===== src/inc/ssu_consts.svh =====
// Offsets, field positions, reset values and timing figures of the second serial unit.
// Assumes a 16-bit register port addressed by the printed byte offsets.
`ifndef SSU_CONSTS_SVH
`define SSU_CONSTS_SVH

// Register offsets on the plain register port.
`define SSU_DATA_OFF    16'h441e
`define SSU_STAT_OFF    16'h4422
`define SSU_CMD_OFF     16'h4426
`define SSU_ACKC_OFF    16'h4428
`define SSU_MODE_OFF    16'h442a
`define SSU_SPICFG_OFF  16'h442c
`define SSU_RLIN_OFF    16'h4430
`define SSU_REXP_OFF    16'h4432
`define SSU_IMASK_OFF   16'h4440

// Bus command register fields.
`define SSU_CMD_RECV    0
`define SSU_CMD_SEND    1
`define SSU_CMD_START   2
`define SSU_CMD_STOP    3

// Bus status register fields.
`define SSU_ST_NACK     0
`define SSU_ST_TXFIN    1
`define SSU_ST_RXFIN    2
`define SSU_ST_CMDFIN   3

// SPI framing fields.
`define SSU_SPI_POL     0
`define SSU_SPI_PHA     1
`define SSU_SPI_ORD     2
`define SSU_SPI_RXDRV   5

// Acknowledge control field.
`define SSU_ACK_BIT     0

// Reset values and fillers.
`define SSU_REG_RST     16'h0000
`define SSU_IDLE_BYTE   8'hff

// Timing: divider base rate and the rate of the reference clock, in hertz.
`define SSU_BASE_HZ     24000000
`define SSU_REF_HZ      20000000

// Segment lengths: nine bit slots per two-wire byte, sixteen clock edges per SPI byte.
`define SSU_TWI_LAST    4'h8
`define SSU_SPI_LAST    4'hf

`endif


===== src/inc/ssu_pkg.sv =====
// Types shared by the second serial unit design files.
// Assumes the constants header is included by any user of the offsets.
package ssu_pkg;

  // Operating mode selected by software.
  typedef enum logic [1:0] {
    SSU_OFF0 = 2'b00,
    SSU_OFF1 = 2'b01,
    SSU_SPI  = 2'b10,
    SSU_TWI  = 2'b11
  } ssu_mode_e;

  // Segment engine states.
  typedef enum logic [2:0] {
    SSU_IDLE  = 3'b000,
    SSU_START = 3'b001,
    SSU_STOP  = 3'b010,
    SSU_BYTE  = 3'b011,
    SSU_SHIFT = 3'b100
  } ssu_state_e;

  // One register port request.
  typedef struct packed {
    logic [15:0] addr;
    logic [15:0] wdata;
    logic        wr;
    logic        rd;
  } ssu_req_s;

  // Event pulses, bit 0 is cmd_done.
  typedef struct packed {
    logic tx_unf;
    logic rx_ovf;
    logic rx_done;
    logic tx_done;
    logic tx_nack;
    logic cmd_done;
  } ssu_evt_s;

endpackage


===== src/rtl/ssu_i2c_master.sv =====
// Second serial unit: two-wire master and SPI master sharing one-byte FIFOs.
// Assumes a synchronous register port and open-drain pads resolved outside.
`timescale 1ns/1ps
`include "ssu_consts.svh"

module ssu_i2c_master (
  input  wire logic             ref_clk_i,
  input  wire logic             nrst_i,
  input  wire ssu_pkg::ssu_req_s req_i,
  output logic [15:0]           rdata_o,
  input  wire logic             top_irq_en_i,
  output logic                  irq_o,
  output ssu_pkg::ssu_evt_s     evt_o,
  input  wire logic             scl_i,
  output logic                  scl_o,
  output logic                  scl_oe_o,
  input  wire logic             sda_i,
  output logic                  sda_o,
  output logic                  sda_oe_o,
  output logic                  spi_sck_o,
  output logic                  spi_mosi_o,
  input  wire logic             spi_miso_i
);
  import ssu_pkg::*;

  // Address match used by every strobe and write decode below; the read data mux uses a case instead.
  function automatic logic hit(input logic [15:0] a, input logic [15:0] off);
    return a == off;
  endfunction

  // Bit presented next on the wire for the chosen order.
  function automatic logic out_bit(input logic [7:0] b, input logic msb);
    return msb ? b[7] : b[0];
  endfunction

  // Shift out the presented bit.
  function automatic logic [7:0] shift_out(input logic [7:0] b, input logic msb);
    return msb ? {b[6:0], 1'b0} : {1'b0, b[7:1]};
  endfunction

  // Shift one sampled bit into a receive byte.
  function automatic logic [7:0] shift_in(input logic [7:0] b, input logic v,
                                          input logic msb);
    return msb ? {b[6:0], v} : {v, b[7:1]};
  endfunction

  // Software registers.
  ssu_mode_e   mode_q;    // Operating mode.
  logic [5:0]  spicfg_q;  // SPI framing bits.
  logic [3:0]  lin_q;     // Linear rate term.
  logic [3:0]  exp_q;     // Power-of-two rate term.
  logic        ackc_q;    // Acknowledge control for received bytes.
  logic [5:0]  imask_q;   // Unit interrupt mask, one bit per event.
  logic [3:0]  cmd_q;     // Pending bus commands.
  logic [3:0]  stat_q;    // Status flags, laid out as read.
  logic [15:0] rdata_q;   // Read data, valid the cycle after the strobe.

  // One-byte FIFOs.
  logic        tx_full_q; // Transmit byte present.
  logic [7:0]  tx_byte_q; // Transmit byte.
  logic        rx_full_q; // Receive byte present.
  logic [7:0]  rx_byte_q; // Receive byte.

  // Segment engine.
  ssu_state_e  state_q;   // Current segment.
  logic [1:0]  step_q;    // Phase inside a condition or a bit slot.
  logic [3:0]  cnt_q;     // Bit slot or SPI edge index.
  logic [7:0]  sh_q;      // Outgoing shift register.
  logic [7:0]  rsh_q;     // Incoming shift register.
  logic        snd_q;     // Byte segment is a send.
  logic        scl_low_q; // Pull the clock line low.
  logic        sda_low_q; // Pull the data line low.
  logic        sck_q;     // SPI clock level.
  logic        mosi_q;    // SPI data out.

  // Pin synchronisers; only the second stage is read by logic.
  logic scl_s1_q, scl_s2_q;
  logic sda_s1_q, sda_s2_q;
  logic miso_s1_q, miso_s2_q;

  // Events and interrupt.
  ssu_evt_s evt_d, evt_q;
  logic     irq_q;

  // Engine strobes and helpers.
  logic       tick;       // Half-period tick from the divider.
  logic       adv;        // Engine takes a step this cycle.
  logic       fin;        // Segment completes this cycle.
  logic       go_twi;     // Launch a two-wire segment.
  logic       go_spi;     // Launch an SPI byte.
  logic       abort;      // Mode no longer matches the running segment.
  logic       tx_pop;     // Launch takes the transmit byte.
  logic       rx_push;    // Completed receive delivers a byte.
  logic [7:0] rx_in;      // Byte delivered to the receive FIFO.
  logic [7:0] rsh_nx;     // Incoming shift after this step.
  logic       sample;     // This SPI edge samples.
  logic [3:0] cmd_clr;    // Command bit finished this cycle.
  logic [3:0] stat_d;     // Next status flags.
  logic       wr_data, rd_data, wr_cmd;

  // Register port decode.
  always_comb begin
    wr_data = req_i.wr && hit(req_i.addr, `SSU_DATA_OFF);
    rd_data = req_i.rd && hit(req_i.addr, `SSU_DATA_OFF);
    wr_cmd  = req_i.wr && hit(req_i.addr, `SSU_CMD_OFF);
  end

  // Bring the pads into the clock domain before anything looks at them.
  always_ff @(posedge ref_clk_i or negedge nrst_i) begin
    if (!nrst_i) begin
      scl_s1_q  <= 1'b1;
      scl_s2_q  <= 1'b1;
      sda_s1_q  <= 1'b1;
      sda_s2_q  <= 1'b1;
      miso_s1_q <= 1'b0;
      miso_s2_q <= 1'b0;
    end else begin
      scl_s1_q  <= scl_i;
      scl_s2_q  <= scl_s1_q;
      sda_s1_q  <= sda_i;
      sda_s2_q  <= sda_s1_q;
      miso_s1_q <= spi_miso_i;
      miso_s2_q <= miso_s1_q;
    end
  end

  // Serial clock divider; it only runs while a segment is in flight.
  ssu_rate_tick u_tick (
    .ref_clk_i (ref_clk_i),
    .nrst_i    (nrst_i),
    .run_i     (state_q != SSU_IDLE),
    .lin_i     (lin_q),
    .exp_i     (exp_q),
    .tick_o    (tick)
  );

  // Launch, step and completion strobes of the engine.
  always_comb begin
    // Modes 0 and 1 leave the engine idle; 2 and 3 pick the engine.
    go_twi = (state_q == SSU_IDLE) && (mode_q == SSU_TWI) && (cmd_q != 4'h0);
    // Start trigger: transmit data present, or receive space when set.
    go_spi = (state_q == SSU_IDLE) && (mode_q == SSU_SPI) &&
             (spicfg_q[`SSU_SPI_RXDRV] ? !rx_full_q : tx_full_q);
    abort  = ((state_q == SSU_SHIFT) && (mode_q != SSU_SPI)) ||
             ((state_q != SSU_SHIFT) && (state_q != SSU_IDLE) && (mode_q != SSU_TWI));
    // A released clock line still held low by a slave stretches the step.
    adv    = tick && !abort && ((state_q == SSU_SHIFT) || scl_low_q || scl_s2_q);
    // Sample on the leading edge when phase is clear, else the second.
    sample = (~cnt_q[0]) ^ spicfg_q[`SSU_SPI_PHA];
    rsh_nx = rsh_q;
    fin    = 1'b0;
    case (state_q)
      SSU_START: fin = adv && (step_q == 2'h2);
      SSU_STOP:  fin = adv && (step_q == 2'h1);
      SSU_BYTE: begin
        fin = adv && (step_q == 2'h1) && (cnt_q == `SSU_TWI_LAST);
        if (adv && (step_q == 2'h1) && (cnt_q != `SSU_TWI_LAST)) begin
          rsh_nx = shift_in(rsh_q, sda_s2_q, 1'b1);
        end
      end
      SSU_SHIFT: begin
        fin = adv && (cnt_q == `SSU_SPI_LAST);
        if (adv && sample) begin
          rsh_nx = shift_in(rsh_q, miso_s2_q, spicfg_q[`SSU_SPI_ORD]);
        end
      end
      default: fin = 1'b0;
    endcase
    tx_pop  = go_spi || (go_twi && !cmd_q[`SSU_CMD_START] && !cmd_q[`SSU_CMD_STOP] &&
                         cmd_q[`SSU_CMD_SEND]);
    rx_push = fin && ((state_q == SSU_SHIFT) || ((state_q == SSU_BYTE) && !snd_q));
    rx_in   = rsh_nx;
    cmd_clr = 4'h0;
    if (fin) begin
      case (state_q)
        SSU_START: cmd_clr[`SSU_CMD_START] = 1'b1;
        SSU_STOP:  cmd_clr[`SSU_CMD_STOP]  = 1'b1;
        SSU_BYTE:  cmd_clr = snd_q ? 4'h2 : 4'h1;
        default:   cmd_clr = 4'h0;
      endcase
    end
  end

  // Segment engine. Priority when several bits are pending: start, stop, send, receive.
  always_ff @(posedge ref_clk_i or negedge nrst_i) begin
    if (!nrst_i) begin
      state_q   <= SSU_IDLE;
      step_q    <= 2'h0;
      cnt_q     <= 4'h0;
      sh_q      <= 8'h00;
      rsh_q     <= 8'h00;
      snd_q     <= 1'b0;
      scl_low_q <= 1'b0;
      sda_low_q <= 1'b0;
      sck_q     <= 1'b0;
      mosi_q    <= 1'b0;
    end else if (abort) begin
      // Leaving an active mode mid-segment releases the wires at once.
      state_q   <= SSU_IDLE;
      scl_low_q <= 1'b0;
      sda_low_q <= 1'b0;
    end else if (go_twi) begin
      step_q <= 2'h0;
      cnt_q  <= 4'h0;
      if (cmd_q[`SSU_CMD_START]) begin
        state_q   <= SSU_START;
        sda_low_q <= 1'b0;
      end else if (cmd_q[`SSU_CMD_STOP]) begin
        state_q   <= SSU_STOP;
        sda_low_q <= 1'b1;
      end else if (cmd_q[`SSU_CMD_SEND]) begin
        // An empty FIFO sends the idle filler.
        state_q   <= SSU_BYTE;
        snd_q     <= 1'b1;
        sh_q      <= tx_full_q ? shift_out(tx_byte_q, 1'b1) : 8'hfe;
        sda_low_q <= tx_full_q ? !out_bit(tx_byte_q, 1'b1) : 1'b0;
      end else begin
        state_q   <= SSU_BYTE;
        snd_q     <= 1'b0;
        sda_low_q <= 1'b0;
      end
    end else if (go_spi) begin
      // Phase clear puts the first bit out before the leading edge.
      state_q <= SSU_SHIFT;
      cnt_q   <= 4'h0;
      sck_q   <= spicfg_q[`SSU_SPI_POL];
      if (!spicfg_q[`SSU_SPI_PHA]) begin
        mosi_q <= out_bit(tx_full_q ? tx_byte_q : `SSU_IDLE_BYTE, spicfg_q[`SSU_SPI_ORD]);
        sh_q   <= shift_out(tx_full_q ? tx_byte_q : `SSU_IDLE_BYTE, spicfg_q[`SSU_SPI_ORD]);
      end else begin
        sh_q <= tx_full_q ? tx_byte_q : `SSU_IDLE_BYTE;
      end
    end else if (adv) begin
      rsh_q <= rsh_nx;
      case (state_q)
        SSU_START: begin
          // Release clock, then pull data low with clock high, then clock low.
          step_q <= step_q + 2'h1;
          if (step_q == 2'h0) scl_low_q <= 1'b0;
          if (step_q == 2'h1) sda_low_q <= 1'b1;
          if (step_q == 2'h2) begin
            scl_low_q <= 1'b1;
            state_q   <= SSU_IDLE;
          end
        end
        SSU_STOP: begin
          // Release clock, then release data while clock is high.
          step_q <= step_q + 2'h1;
          if (step_q == 2'h0) scl_low_q <= 1'b0;
          if (step_q == 2'h1) begin
            sda_low_q <= 1'b0;
            state_q   <= SSU_IDLE;
          end
        end
        SSU_BYTE: begin
          if (step_q == 2'h0) begin
            scl_low_q <= 1'b0;
            step_q    <= 2'h1;
          end else begin
            scl_low_q <= 1'b1;
            step_q    <= 2'h0;
            cnt_q     <= cnt_q + 4'h1;
            if (cnt_q == `SSU_TWI_LAST) begin
              state_q   <= SSU_IDLE;
              sda_low_q <= 1'b0;
            end else if (cnt_q == 4'h7) begin
              // Ack slot: release for the slave, or answer per control bit.
              sda_low_q <= snd_q ? 1'b0 : ackc_q;
            end else begin
              sda_low_q <= snd_q ? !out_bit(sh_q, 1'b1) : 1'b0;
              sh_q      <= shift_out(sh_q, 1'b1);
            end
          end
        end
        SSU_SHIFT: begin
          // Each tick is one clock edge; the idle level follows polarity.
          sck_q <= !sck_q;
          cnt_q <= cnt_q + 4'h1;
          if (!sample) begin
            mosi_q <= out_bit(sh_q, spicfg_q[`SSU_SPI_ORD]);
            sh_q   <= shift_out(sh_q, spicfg_q[`SSU_SPI_ORD]);
          end
          if (cnt_q == `SSU_SPI_LAST) state_q <= SSU_IDLE;
        end
        default: state_q <= SSU_IDLE;
      endcase
    end else if (state_q == SSU_IDLE) begin
      // The idle clock rests at the polarity level, so a launch adds no stray edge.
      sck_q <= spicfg_q[`SSU_SPI_POL];
    end
  end

  // Transmit FIFO: a data write fills it, a launch empties it; a write in
  // the same cycle as the launch keeps the new byte.
  always_ff @(posedge ref_clk_i or negedge nrst_i) begin
    if (!nrst_i) begin
      tx_full_q <= 1'b0;
      tx_byte_q <= 8'h00;
    end else if (wr_data) begin
      tx_full_q <= 1'b1;
      tx_byte_q <= req_i.wdata[7:0];
    end else if (tx_pop) begin
      tx_full_q <= 1'b0;
    end
  end

  // Receive FIFO: a data read empties it, a finished byte fills it unless
  // it is still full, in which case the byte is lost.
  always_ff @(posedge ref_clk_i or negedge nrst_i) begin
    if (!nrst_i) begin
      rx_full_q <= 1'b0;
      rx_byte_q <= 8'h00;
    end else if (rx_push && (!rx_full_q || rd_data)) begin
      rx_full_q <= 1'b1;
      rx_byte_q <= rx_in;
    end else if (rd_data) begin
      rx_full_q <= 1'b0;
    end
  end

  // Command bits: software sets them in two-wire mode only, completion clears; a write that sets a bit
  // in its completion cycle wins. Writing zero has no effect.
  always_ff @(posedge ref_clk_i or negedge nrst_i) begin
    if (!nrst_i) begin
      cmd_q <= 4'h0;
    end else if (wr_cmd && (mode_q == SSU_TWI)) begin
      cmd_q <= (cmd_q & ~cmd_clr) | req_i.wdata[3:0];
    end else begin
      cmd_q <= cmd_q & ~cmd_clr;
    end
  end

  // Status flags: cleared when the next two-wire segment starts, set at its completion; SPI bytes leave them alone.
  always_comb begin
    stat_d = go_twi ? 4'h0 : stat_q;
    if (fin && (state_q == SSU_START || state_q == SSU_STOP)) begin
      stat_d[`SSU_ST_CMDFIN] = 1'b1;
    end
    if (fin && (state_q == SSU_BYTE) && snd_q) begin
      stat_d[`SSU_ST_TXFIN] = 1'b1;
      stat_d[`SSU_ST_NACK]  = sda_s2_q;
    end
    if (fin && (state_q == SSU_BYTE) && !snd_q) begin
      stat_d[`SSU_ST_RXFIN] = 1'b1;
    end
  end

  // Event pulses from flag rises and FIFO faults.
  always_comb begin
    evt_d.cmd_done = stat_d[`SSU_ST_CMDFIN] && !stat_q[`SSU_ST_CMDFIN];
    evt_d.tx_done  = stat_d[`SSU_ST_TXFIN] && !stat_q[`SSU_ST_TXFIN];
    evt_d.tx_nack  = evt_d.tx_done && stat_d[`SSU_ST_NACK];
    evt_d.rx_done  = stat_d[`SSU_ST_RXFIN] && !stat_q[`SSU_ST_RXFIN];
    evt_d.rx_ovf   = rx_push && rx_full_q && !rd_data;
    evt_d.tx_unf   = tx_pop && !tx_full_q;
  end

  // Flags, events and the gated interrupt, one cycle after the cause.
  always_ff @(posedge ref_clk_i or negedge nrst_i) begin
    if (!nrst_i) begin
      stat_q <= 4'h0;
      evt_q  <= '0;
      irq_q  <= 1'b0;
    end else begin
      stat_q <= stat_d;
      evt_q  <= evt_d;
      irq_q  <= top_irq_en_i && ((evt_d & imask_q) != 6'h00);
    end
  end

  // Configuration registers; reserved bits are not stored.
  always_ff @(posedge ref_clk_i or negedge nrst_i) begin
    if (!nrst_i) begin
      mode_q   <= SSU_OFF0;
      spicfg_q <= 6'h00;
      lin_q    <= 4'h0;
      exp_q    <= 4'h0;
      ackc_q   <= 1'b0;
      imask_q  <= 6'h00;
    end else if (req_i.wr) begin
      if (hit(req_i.addr, `SSU_MODE_OFF)) mode_q <= ssu_mode_e'(req_i.wdata[1:0]);
      if (hit(req_i.addr, `SSU_SPICFG_OFF)) spicfg_q <= req_i.wdata[5:0];
      if (hit(req_i.addr, `SSU_RLIN_OFF)) lin_q <= req_i.wdata[3:0];
      if (hit(req_i.addr, `SSU_REXP_OFF)) exp_q <= req_i.wdata[3:0];
      if (hit(req_i.addr, `SSU_ACKC_OFF)) ackc_q <= req_i.wdata[`SSU_ACK_BIT];
      if (hit(req_i.addr, `SSU_IMASK_OFF)) imask_q <= req_i.wdata[5:0];
    end
  end

  // Read data for the cycle after the strobe; unmapped offsets read zero.
  always_ff @(posedge ref_clk_i or negedge nrst_i) begin
    if (!nrst_i) begin
      rdata_q <= `SSU_REG_RST;
    end else if (req_i.rd) begin
      case (req_i.addr)
        `SSU_DATA_OFF:   rdata_q <= {8'h00, rx_byte_q};
        `SSU_STAT_OFF:   rdata_q <= {12'h000, stat_q};
        `SSU_CMD_OFF:    rdata_q <= {12'h000, cmd_q};
        `SSU_ACKC_OFF:   rdata_q <= {15'h0000, ackc_q};
        `SSU_MODE_OFF:   rdata_q <= {14'h0000, mode_q};
        `SSU_SPICFG_OFF: rdata_q <= {10'h000, spicfg_q};
        `SSU_RLIN_OFF:   rdata_q <= {12'h000, lin_q};
        `SSU_REXP_OFF:   rdata_q <= {12'h000, exp_q};
        `SSU_IMASK_OFF:  rdata_q <= {10'h000, imask_q};
        default:         rdata_q <= 16'h0000;
      endcase
    end else begin
      rdata_q <= 16'h0000;
    end
  end

  // Open-drain wires only ever pull low.
  assign scl_o      = 1'b0;
  assign scl_oe_o   = scl_low_q;
  assign sda_o      = 1'b0;
  assign sda_oe_o   = sda_low_q;
  assign spi_sck_o  = sck_q;
  assign spi_mosi_o = mosi_q;
  assign rdata_o    = rdata_q;
  assign evt_o      = evt_q;
  assign irq_o      = irq_q;

endmodule


===== src/rtl/ssu_rate_tick.sv =====
// Half-period tick generator for the serial clock of the second serial unit.
// Assumes lin_i and exp_i come from registers on the same clock.
`timescale 1ns/1ps
`include "ssu_consts.svh"

module ssu_rate_tick #(
  parameter int unsigned BASE_HZ = `SSU_BASE_HZ,
  parameter int unsigned REF_HZ  = `SSU_REF_HZ
) (
  input  wire logic       ref_clk_i,
  input  wire logic       nrst_i,
  input  wire logic       run_i,
  input  wire logic [3:0] lin_i,
  input  wire logic [3:0] exp_i,
  output logic            tick_o
);
  import ssu_pkg::*;

  // Both rates in megahertz units, so one reference cycle adds STEP base units.
  localparam logic [25:0] STEP = 26'(BASE_HZ / 1000000);
  localparam logic [25:0] UNIT = 26'(REF_HZ / 1000000);

  logic [25:0] half_base; // Half period in base-clock periods.
  logic [25:0] target;    // Half period in accumulator units.
  logic [25:0] sum;       // Accumulator after this cycle's step.
  logic [25:0] acc_q;     // Phase accumulator.
  logic        tick_q;    // Registered tick.

  // Half period is (lin + 1) * 2^exp base periods, giving the documented rate.
  always_comb begin
    half_base = 26'({1'b0, lin_i} + 5'h01) << exp_i;
    target    = 26'(half_base * UNIT);
    sum       = acc_q + STEP;
  end

  // Fractional accumulator; the base is faster than the reference clock, so the
  // fastest settings saturate at one tick per cycle rather than skipping ticks.
  always_ff @(posedge ref_clk_i or negedge nrst_i) begin
    if (!nrst_i) begin
      acc_q  <= 26'h0000000;
      tick_q <= 1'b0;
    end else if (!run_i) begin
      acc_q  <= 26'h0000000;
      tick_q <= 1'b0;
    end else if (sum >= target) begin
      acc_q  <= sum - target;
      tick_q <= 1'b1;
    end else begin
      acc_q  <= sum;
      tick_q <= 1'b0;
    end
  end

  assign tick_o = tick_q;

endmodule


===== config.mk =====
export PLATFORM = sky130hd
export DESIGN_NAME = ssu_i2c_master
export DESIGN_NICKNAME = d
export VERILOG_FILES = /design/src/inc/ssu_pkg.sv /design/src/rtl/ssu_i2c_master.sv /design/src/rtl/ssu_rate_tick.sv
export VERILOG_INCLUDE_DIRS = /design/src /design/src/inc
export SDC_FILE = /design/constraint.sdc
export NUM_CORES = 1
export LEC_CHECK = 0
export ABC_AREA = 1
export BUFFER_PORTS_ARGS = -buffer_cell sky130_fd_sc_hd__buf_2
export CORE_MARGIN = 3
export CORE_UTILIZATION = 46
export CTS_CLUSTER_DIAMETER = 200
export CTS_CLUSTER_SIZE = 14
export DETAILED_ROUTE_END_ITERATION = 8
export HOLD_SLACK_MARGIN = 0.05
export SYNTH_ARGS = -nofsm -noshare
export SYNTH_HDL_FRONTEND = slang
export SYNTH_SLANG_ARGS = --single-unit

===== constraint.sdc =====
create_clock -name ref_clk_i -period 5.28 [get_ports ref_clk_i]
set_input_delay 0.264 -clock ref_clk_i [delete_from_list [all_inputs] [get_ports ref_clk_i]]
set_output_delay 0.264 -clock ref_clk_i [all_outputs]
set_load 0.01 [all_outputs]

==> metrics.cfg, run 1 <==
[worst_setup_path]
reg2reg_depth = 31
cpPeakStageDelay_ps = 420
cp-start-kind = flop
path_buf_inv = 5
crit_type = flop to flop
cpLargestDelayFamily = compound AO/OA/AOI/OAI gates
cpMostUsedCell = nand2_1
critPathSlowestCell = dfrtp_1
arrival_ps = 5270
crit_fanout = 5
rrSetupSlack_ps = 330
cp_num_cells = 31
worst_ep_required_time_ps = 5600
endpoint_kind = flop

[power]
finalPower_mw = 2.280
power.leakage_nw = 5.436
powerDensity_nw_per_um2 = 205.8
ir_drop_mv = 0.2351

[die]
die_width_um = 149.2
io_pins = 69
fp.dieH_um = 149.2
die-area_um2 = 22270
row_count = 51
initial_core_util_pct = 47.70
fp.coreArea_um2 = 19780

[clock_tree]
clock_path_buffers = 2
cts_tree = yes
cts_buffers = 17
cts_max_level = 4
clock_latency_ps = 430
cts.sinks = 125
root_buffer = clkbuf_16
clkTransAtPathRegs_ps = 60

[min_path]
hold_class = primary input to flop
min_path_cells = 2

[sta]
fin_worst_hold_slack_ps = 63.13
relSlewSlack_pct = 43.27
final_max_slew_viol_count = 0
period_minus_slack_ps = 4954
fmax_mhz = 201.9
setup_viol = 0
fin_worst_skew_ps = 10.44
hold_violations = 0
tightest_slew_ps = 843.7
finalCritPeriodShare_pct = 93.82

[route]
routed_via_density = 5.294
drtPass1Iterations = 6
routedWlPerCell_um = 15.81
drc_errors = 0
drtAntennaViolNets = 0
drt_iter0_drc = 460
wirelength_mm = 26.44
vias = 8851

[logic_synthesis]
ys_ff_latch = 125
syn_inst = 1295
synth-edff-count = 0
synth_top_area_share_pct = 32.09
yosys.area.top_type = dfrtp_1
seq_area_frac_synth_pct = 33.20
ys_warn_count = 0
avgSynthCellArea_um2 = 7.287
async_flop_share_pct = 100.0
synth-main-ff-cell = dfrtp_1
ys_types = 60
syn_area_um2 = 9437
synth.area.top_cells = dfrtp_1 32%, nand2_1 11%, ha_1 8.5%, o21ai_0 6.6%, inv_1 5.8%

[global_route]
antenna_found_initial = 0
grt_max_degree = 68
overflow = 0
grt_pass1_wl_mm = 43.21
grt_usage_pct = 24.33
grt_pass1_vias = 8656

[flow_run]
maxCapViolCount = 0

[run_status]
outcome = complete, no violations

[cells_and_area]
fillCellCount = 1949
stdcell_count = 1672
syn2layout_area_growth_pct = 17.36
final_area_um2 = 11070
nNetsFinal = 1500
final_core_util_pct = 55.98
diodes = 0
drive_gt1_share_pct = 15.64

[placed_design]
dp.cells = 1629
place_area_um2 = 10220
gp_congestion = 0.9164
portBuffers = 50
dp_hpwl_mm = 20.36

-- state kept, by name (all words and copies together) (netlist names), 2 cells and up --
register      flops
spicfg_q          6
stat_q            4
rdata_o           8
evt_o             6
u_tick.acc_q     24
lin_q             4
step_q            2
cmd_q             4
exp_q             4
state_q           3
rsh_q             8
tx_byte_q         8
imask_q           6
sh_q              8
mode_q            2
cnt_q             4
rx_byte_q         8
-- final timing paths --
kind / startpoint / end
max reg2reg: lin_q[0] / u_tick.acc_q[25]
min reg2reg: miso_s1_q / miso_s2_q
min: req_i[8] / tx_byte_q[6]
max in group asynchronous: nrst_i / exp_q[0]
max: lin_q[0] / u_tick.acc_q[25]
min in group asynchronous: nrst_i / u_tick.acc_q[15]
-- cells in the mapped netlist, types with 6 or more instances --
cell type and instances:
nand2_1 279, inv_1 147, o21ai_0 125, dfrtp_1 121
nor2_1 121, a21oi_1 67, ha_1 64, nand3_1 63
o21ai_1 39, xnor2_1 31, xor2_1 30, nor3_1 21
nand4_1 19, o22ai_1 16, clkbuf_1 14, buf_4 12
inv_2 11, a31oi_1 9, nand2_2 8, o221ai_1 7
nor2_2 6, nor2_4 6
-- area by class of cell --
class                           count  area (µm²)  share of cell area [%]
Inverter                          160       603.1                   5.446
Tap cell                          265       331.6                   2.994
Sequential cell                   125        3136                   28.31
Multi-Input combinational cell    986        5693                   51.41
Clock buffer                       18       439.2                   3.966
Timing Repair Buffer              104       699.4                   6.316
Clock inverter                     14       172.7                   1.559
-- stage by stage --
stage	setup TNS [ps]	setup WS, ps
floorplan	0	639.5
global placement	0	98.70
detailed placement	0	52.37
CTS	0	27.59
global route	-169.9	-35.96
finish	0	326.1
-- report_power, final --
group	switching [mW]	internal, mW
logic	0.0496	0.0214
registers	0.00236	0.963
clock network	0.516	0.728
total	0.568	1.71
-- cells in the final DEF (no fill, tap or decap), types with 10 or more instances in the layout --
| cell type | count |
|---|---|
| nand2_1 | 275 |
| inv_1 | 146 |
| dfrtp_1 | 119 |
| nor2_1 | 115 |
| o21ai_0 | 104 |
| a21oi_1 | 65 |
| nand3_1 | 61 |
| ha_1 | 58 |
| o21ai_1 | 52 |
| buf_2 | 49 |
| buf_4 | 47 |
| xnor2_1 | 30 |
| xor2_1 | 30 |
| nor3_1 | 20 |
| nand4_1 | 19 |
| clkbuf_16 | 17 |
| o22ai_1 | 16 |
| nand2_2 | 12 |
| inv_2 | 12 |
| nor2_2 | 11 |
| conb_1 | 10 |
-- routing by layer --
| metal | vias up | GRT usage (%) | part of all wire (%) |
|---|---|---|---|
| met4 | 0 | 9.519 | 3.3 |
| li1 | 4517 | - | - |
| met5 | - | 0 | 0 |
| met2 | 168 | 41.93 | 50 |
| met1 | 4115 | 30.82 | 44 |
| met3 | 51 | 3.555 | 3.6 |
-- timing repair --
| item | 4_1_cts | 5_1_grt |
|---|---|---|
| gates resized for setup | 0 | 57 |
| setup buffers | 0 | 6 |
| hold endpoints to repair | 66 | 0 |
| hold buffers | 5 | 0 |
| endpoints found under the setup margin | 0 | 25 |
-- cells by family after synthesis --
| group | share of synthesized area (%) |
|---|---|
| simple gates | 25.82 |
| compound gates | 17.41 |
| buf+inv | 8.393 |
| flops | 33.20 |
| fa+ha+maj | 8.910 |
| xor+xnor | 5.662 |
| mux | 0.5701 |
| other cells | 0.03974 |
-- worst register-to-register path, delay by kind of cell, from the launching register on --
family	cells	cell delay [ps]
fa+ha+maj	4	1070
compound gates	10	1420
simple gates	10	1000
flops	1	420
xor+xnor	2	350
buf+inv	5	590
(Power assumes the default switching activity.)
==> run 2: changes to the inputs <==
ABC_AREA = 0   (was 1)
==> metrics.cfg, run 2 <==
[cells_and_area]
syn2layout_area_growth_pct = 21.86  ; was 17.36%
stdcell_count = 1419  ; was 1,672
drive_gt1_share_pct = 26.78  ; was 15.64%
regMostFlops = u_tick.acc_q  ; unchanged
diodes = 0  ; unchanged
final_core_util_pct = 57.57  ; was 55.98%
nNetsFinal = 1247  ; was 1,500
mostFrequentLayoutCell = dfrtp_1  ; was nand2_1
layout_common_cells = 121 x dfrtp_1, 101 x nand2_1, 94 x nor2_1  ; was 275 x nand2_1, 146 x inv_1, 119 x dfrtp_1
largest_reg_flops = 24  ; unchanged

[sta]
final_max_slew_viol_count = 0  ; unchanged
setup_viol = 2  ; was 0
setup_ws_ps = -7.644  ; was 326.1 ps
fmax_mhz = 189.1  ; was 201.9 MHz
finalCritPeriodShare_pct = 100.1  ; was 93.82%
relSlewSlack_pct = 34.45  ; was 43.27%
fin_worst_skew_ps = 13.69  ; was 10.44 ps
hold_violations = 0  ; unchanged
tightest_slew_ps = 975.7  ; was 843.7 ps
period_minus_slack_ps = 5288  ; was 4954 ps
rsz0062_at_grt = true

[min_path]
hold_class = primary input to flop  ; unchanged
min_path_cells = 2  ; unchanged

[power]
ir_drop_mv = 0.2154  ; was 0.2351 mV
powerDensity_nw_per_um2 = 193.0  ; was 205.8 nW/µm²
power.leakage_nw = 5.227  ; was 5.436 nW

[logic_synthesis]
ys_warn_count = 0  ; unchanged
synth-main-ff-cell = dfrtp_1  ; unchanged
async_flop_share_pct = 100.0  ; unchanged
synthMuxAreaShare_pct = 7.855  ; was 0.5701%
yosysMostFrequentCell = dfrtp_1  ; was nand2_1
synth.area.top_cells = dfrtp_1 33%, ha_1 8.7%, mux2_2 5.2%, nor2_1 4.2%, nand2_1 4.1%  ; was dfrtp_1 32%, nand2_1 11%, ha_1 8.5%, o21ai_0 6.6%, inv_1 5.8%
avgSynthCellArea_um2 = 9.065  ; was 7.287 µm²
yosys.area.top_type = dfrtp_1  ; unchanged
synth-edff-count = 0  ; unchanged
seq_area_frac_synth_pct = 33.85  ; was 33.20%
ys_ff_latch = 125  ; unchanged
synthXorXnorAreaFrac_pct = 5.299  ; was 5.662%
synth_top_family_by_area = simple AND/OR/NAND/NOR gates  ; unchanged
ys_types = 91  ; was 60
yosys.area_share.simple_pct = 20.59  ; was 25.82%
syn_area_um2 = 9255  ; was 9437 µm²
synth_top_area_share_pct = 32.72  ; was 32.09%
syn_inst = 1021  ; was 1,295
synth_commonest_cells = 121 x dfrtp_1, 103 x nor2_1, 102 x nand2_1  ; was 279 x nand2_1, 147 x inv_1, 125 x o21ai_0
synthAdderAreaFrac_pct = 9.085  ; was 8.910%
synth_compound_area_share_pct = 18.79  ; was 17.41%

[route]
drt_iter0_drc = 768  ; was 460
drc_errors = 0  ; unchanged
routedWlPerCell_um = 17.42  ; was 15.81 µm
wirelength_mm = 24.73  ; was 26.44 mm
drtAntennaViolNets = 0  ; unchanged
routed_via_density = 5.777  ; was 5.294
drtPass1Iterations = 5  ; was 6
vias = 8197  ; was 8,851

[clock_tree]
cts.sinks = 125  ; unchanged
cts_max_level = 4  ; unchanged
root_buffer = clkbuf_16  ; unchanged
clkTransAtPathRegs_ps = 70  ; was 60 ps
cts_tree = yes  ; unchanged
clock_path_buffers = 2  ; unchanged
cts_buffers = 17  ; unchanged
clock_latency_ps = 430  ; about the same

[worst_setup_path]
cp-start-kind = flop  ; unchanged
crit_fanout = 7  ; was 5
reg2reg_depth = 27  ; was 31
arrival_ps = 5640  ; was 5270 ps
worst_ep_required_time_ps = 5630  ; was 5600 ps
endpoint_kind = flop  ; unchanged
crit_type = flop to flop  ; unchanged

[placed_design]
post-place-ws_ps = -140.9  ; was 52.37 ps
gp_congestion = 0.8827  ; was 0.9164
portBuffers = 50  ; unchanged
dp.cells = 1371  ; was 1,629
dp_hpwl_mm = 17.63  ; was 20.36 mm

[global_route]
antenna_found_initial = 0  ; unchanged
grt_max_degree = 75  ; was 68
grt_pass1_vias = 7503  ; was 8,656
overflow = 0  ; unchanged
grt_usage_pct = 22.12  ; was 24.33%
grt_pass1_wl_mm = 39.24  ; was 43.21 mm

[run_status]
violations = setup timing
outcome = complete, but fails checks  ; was complete, no violations

[flow_run]
maxCapViolCount = 0  ; unchanged

[die]
fp.dieH_um = 147.8  ; was 149.2 µm
row_count = 51  ; unchanged
die_width_um = 147.8  ; was 149.2 µm
fp.coreArea_um2 = 19590  ; was 19,780 µm²
die-area_um2 = 21860  ; was 22,270 µm²
initial_core_util_pct = 47.24  ; was 47.70%
io_pins = 69  ; unchanged

-- run 2: final cells by class --
type | instances | area, µm²
fill | 1718 | 8312
multi-input combinational | 818 | 6133
inverter | 48 | 180.2
sequential | 125 | 3133
tap | 265 | 331.6
clock inverter | 15 | 141.4
clock buffer | 17 | 425.4
timing repair buffer | 131 | 933.4
-- run 2: layer usage --
metal  routed length [µm]  track usage (%)  vias up
met5                    0                0        -
met4                  367            5.450        0
met3                 1318            3.863       30
met2                10340            30.76      244
met1                12700            35.33     3943
li1                     -                -     3980
-- run 2: worst max-delay path, stage by stage (launching register included) --
cell	delay, ps
dfrtp_1	410
buf_4	140
nand3_1	110
xor2_1	170
o21ai_2	240
o21ai_4	100
mux2_4	290
nor2_4	110
buf_4	110
ha_1	250
ha_4	290
inv_1	60
o21bai_2	150
o21ai_1	100
buf_4	160
buf_6	110
a31o_4	210
xnor2_2	120
ha_1	310
nand4_1	150
o21bai_1	120
a2111o_1	420
a21oi_2	190
o31ai_2	100
a31o_4	300
clkbuf_16	190
nand2b_1	140
a21oi_1	140
-- run 2: where the power goes --
part | internal (mW) | leakage, nW | switching [mW]
Sequential | 0.962 | 1.70 | 0.00305
Combinational | 0.0223 | 3.24 | 0.0490
Clock | 0.625 | 0.284 | 0.515
Total | 1.61 | 5.23 | 0.567
-- run 2: worst paths after layout --
kind	startpoint	to	slack, ps
hold / removal	req_i[9]	tx_byte_q[7]	60
hold reg to reg	miso_s1_q	miso_s2_q	350
max in group asynchronous	nrst_i	rx_byte_q[2]	3740
setup / recovery	lin_q[0]	u_tick.acc_q[16]	-8
setup reg to reg	lin_q[0]	u_tick.acc_q[16]	-8
min in group asynchronous	nrst_i	sh_q[1]	430
-- run 2: cell families after synthesis --
kind of cell | after synthesis
xor gates and xnor gates | 56
adders and majority gates | 66
AOI/OAI and AO/OA | 244
and+or+nand+nor | 376
buffers and inverters | 87
muxes | 66
DFF | 125
other | 1
-- run 2: what timing repair did --
| item | CTS | global route |
|---|---|---|
| gates resized for setup | 7 | 67 |
| hold buffers | 4 | 0 |
| pin swaps | 5 | 30 |
| endpoints found under the hold margin | 74 | 0 |
| setup endpoints to repair | 24 | 25 |
| setup buffers | 2 | 8 |
| gates cloned | 0 | 3 |
-- run 2: metrics by stage --
step / TNS [ps] / hold slack, ps / total power [mW] / instance area (µm²)
floorplan: 0 / -31.59 / 1.010 / 9309
global placement: -160.3 / 332.2 / 1.049 / 10160
detailed placement: -1149 / 335.8 / 1.049 / 10160
CTS: 0 / 58.49 / 2.198 / 10810
global route: -5118 / 65.51 / 2.249 / 11280
finish: -15.13 / 64.55 / 2.176 / 11280
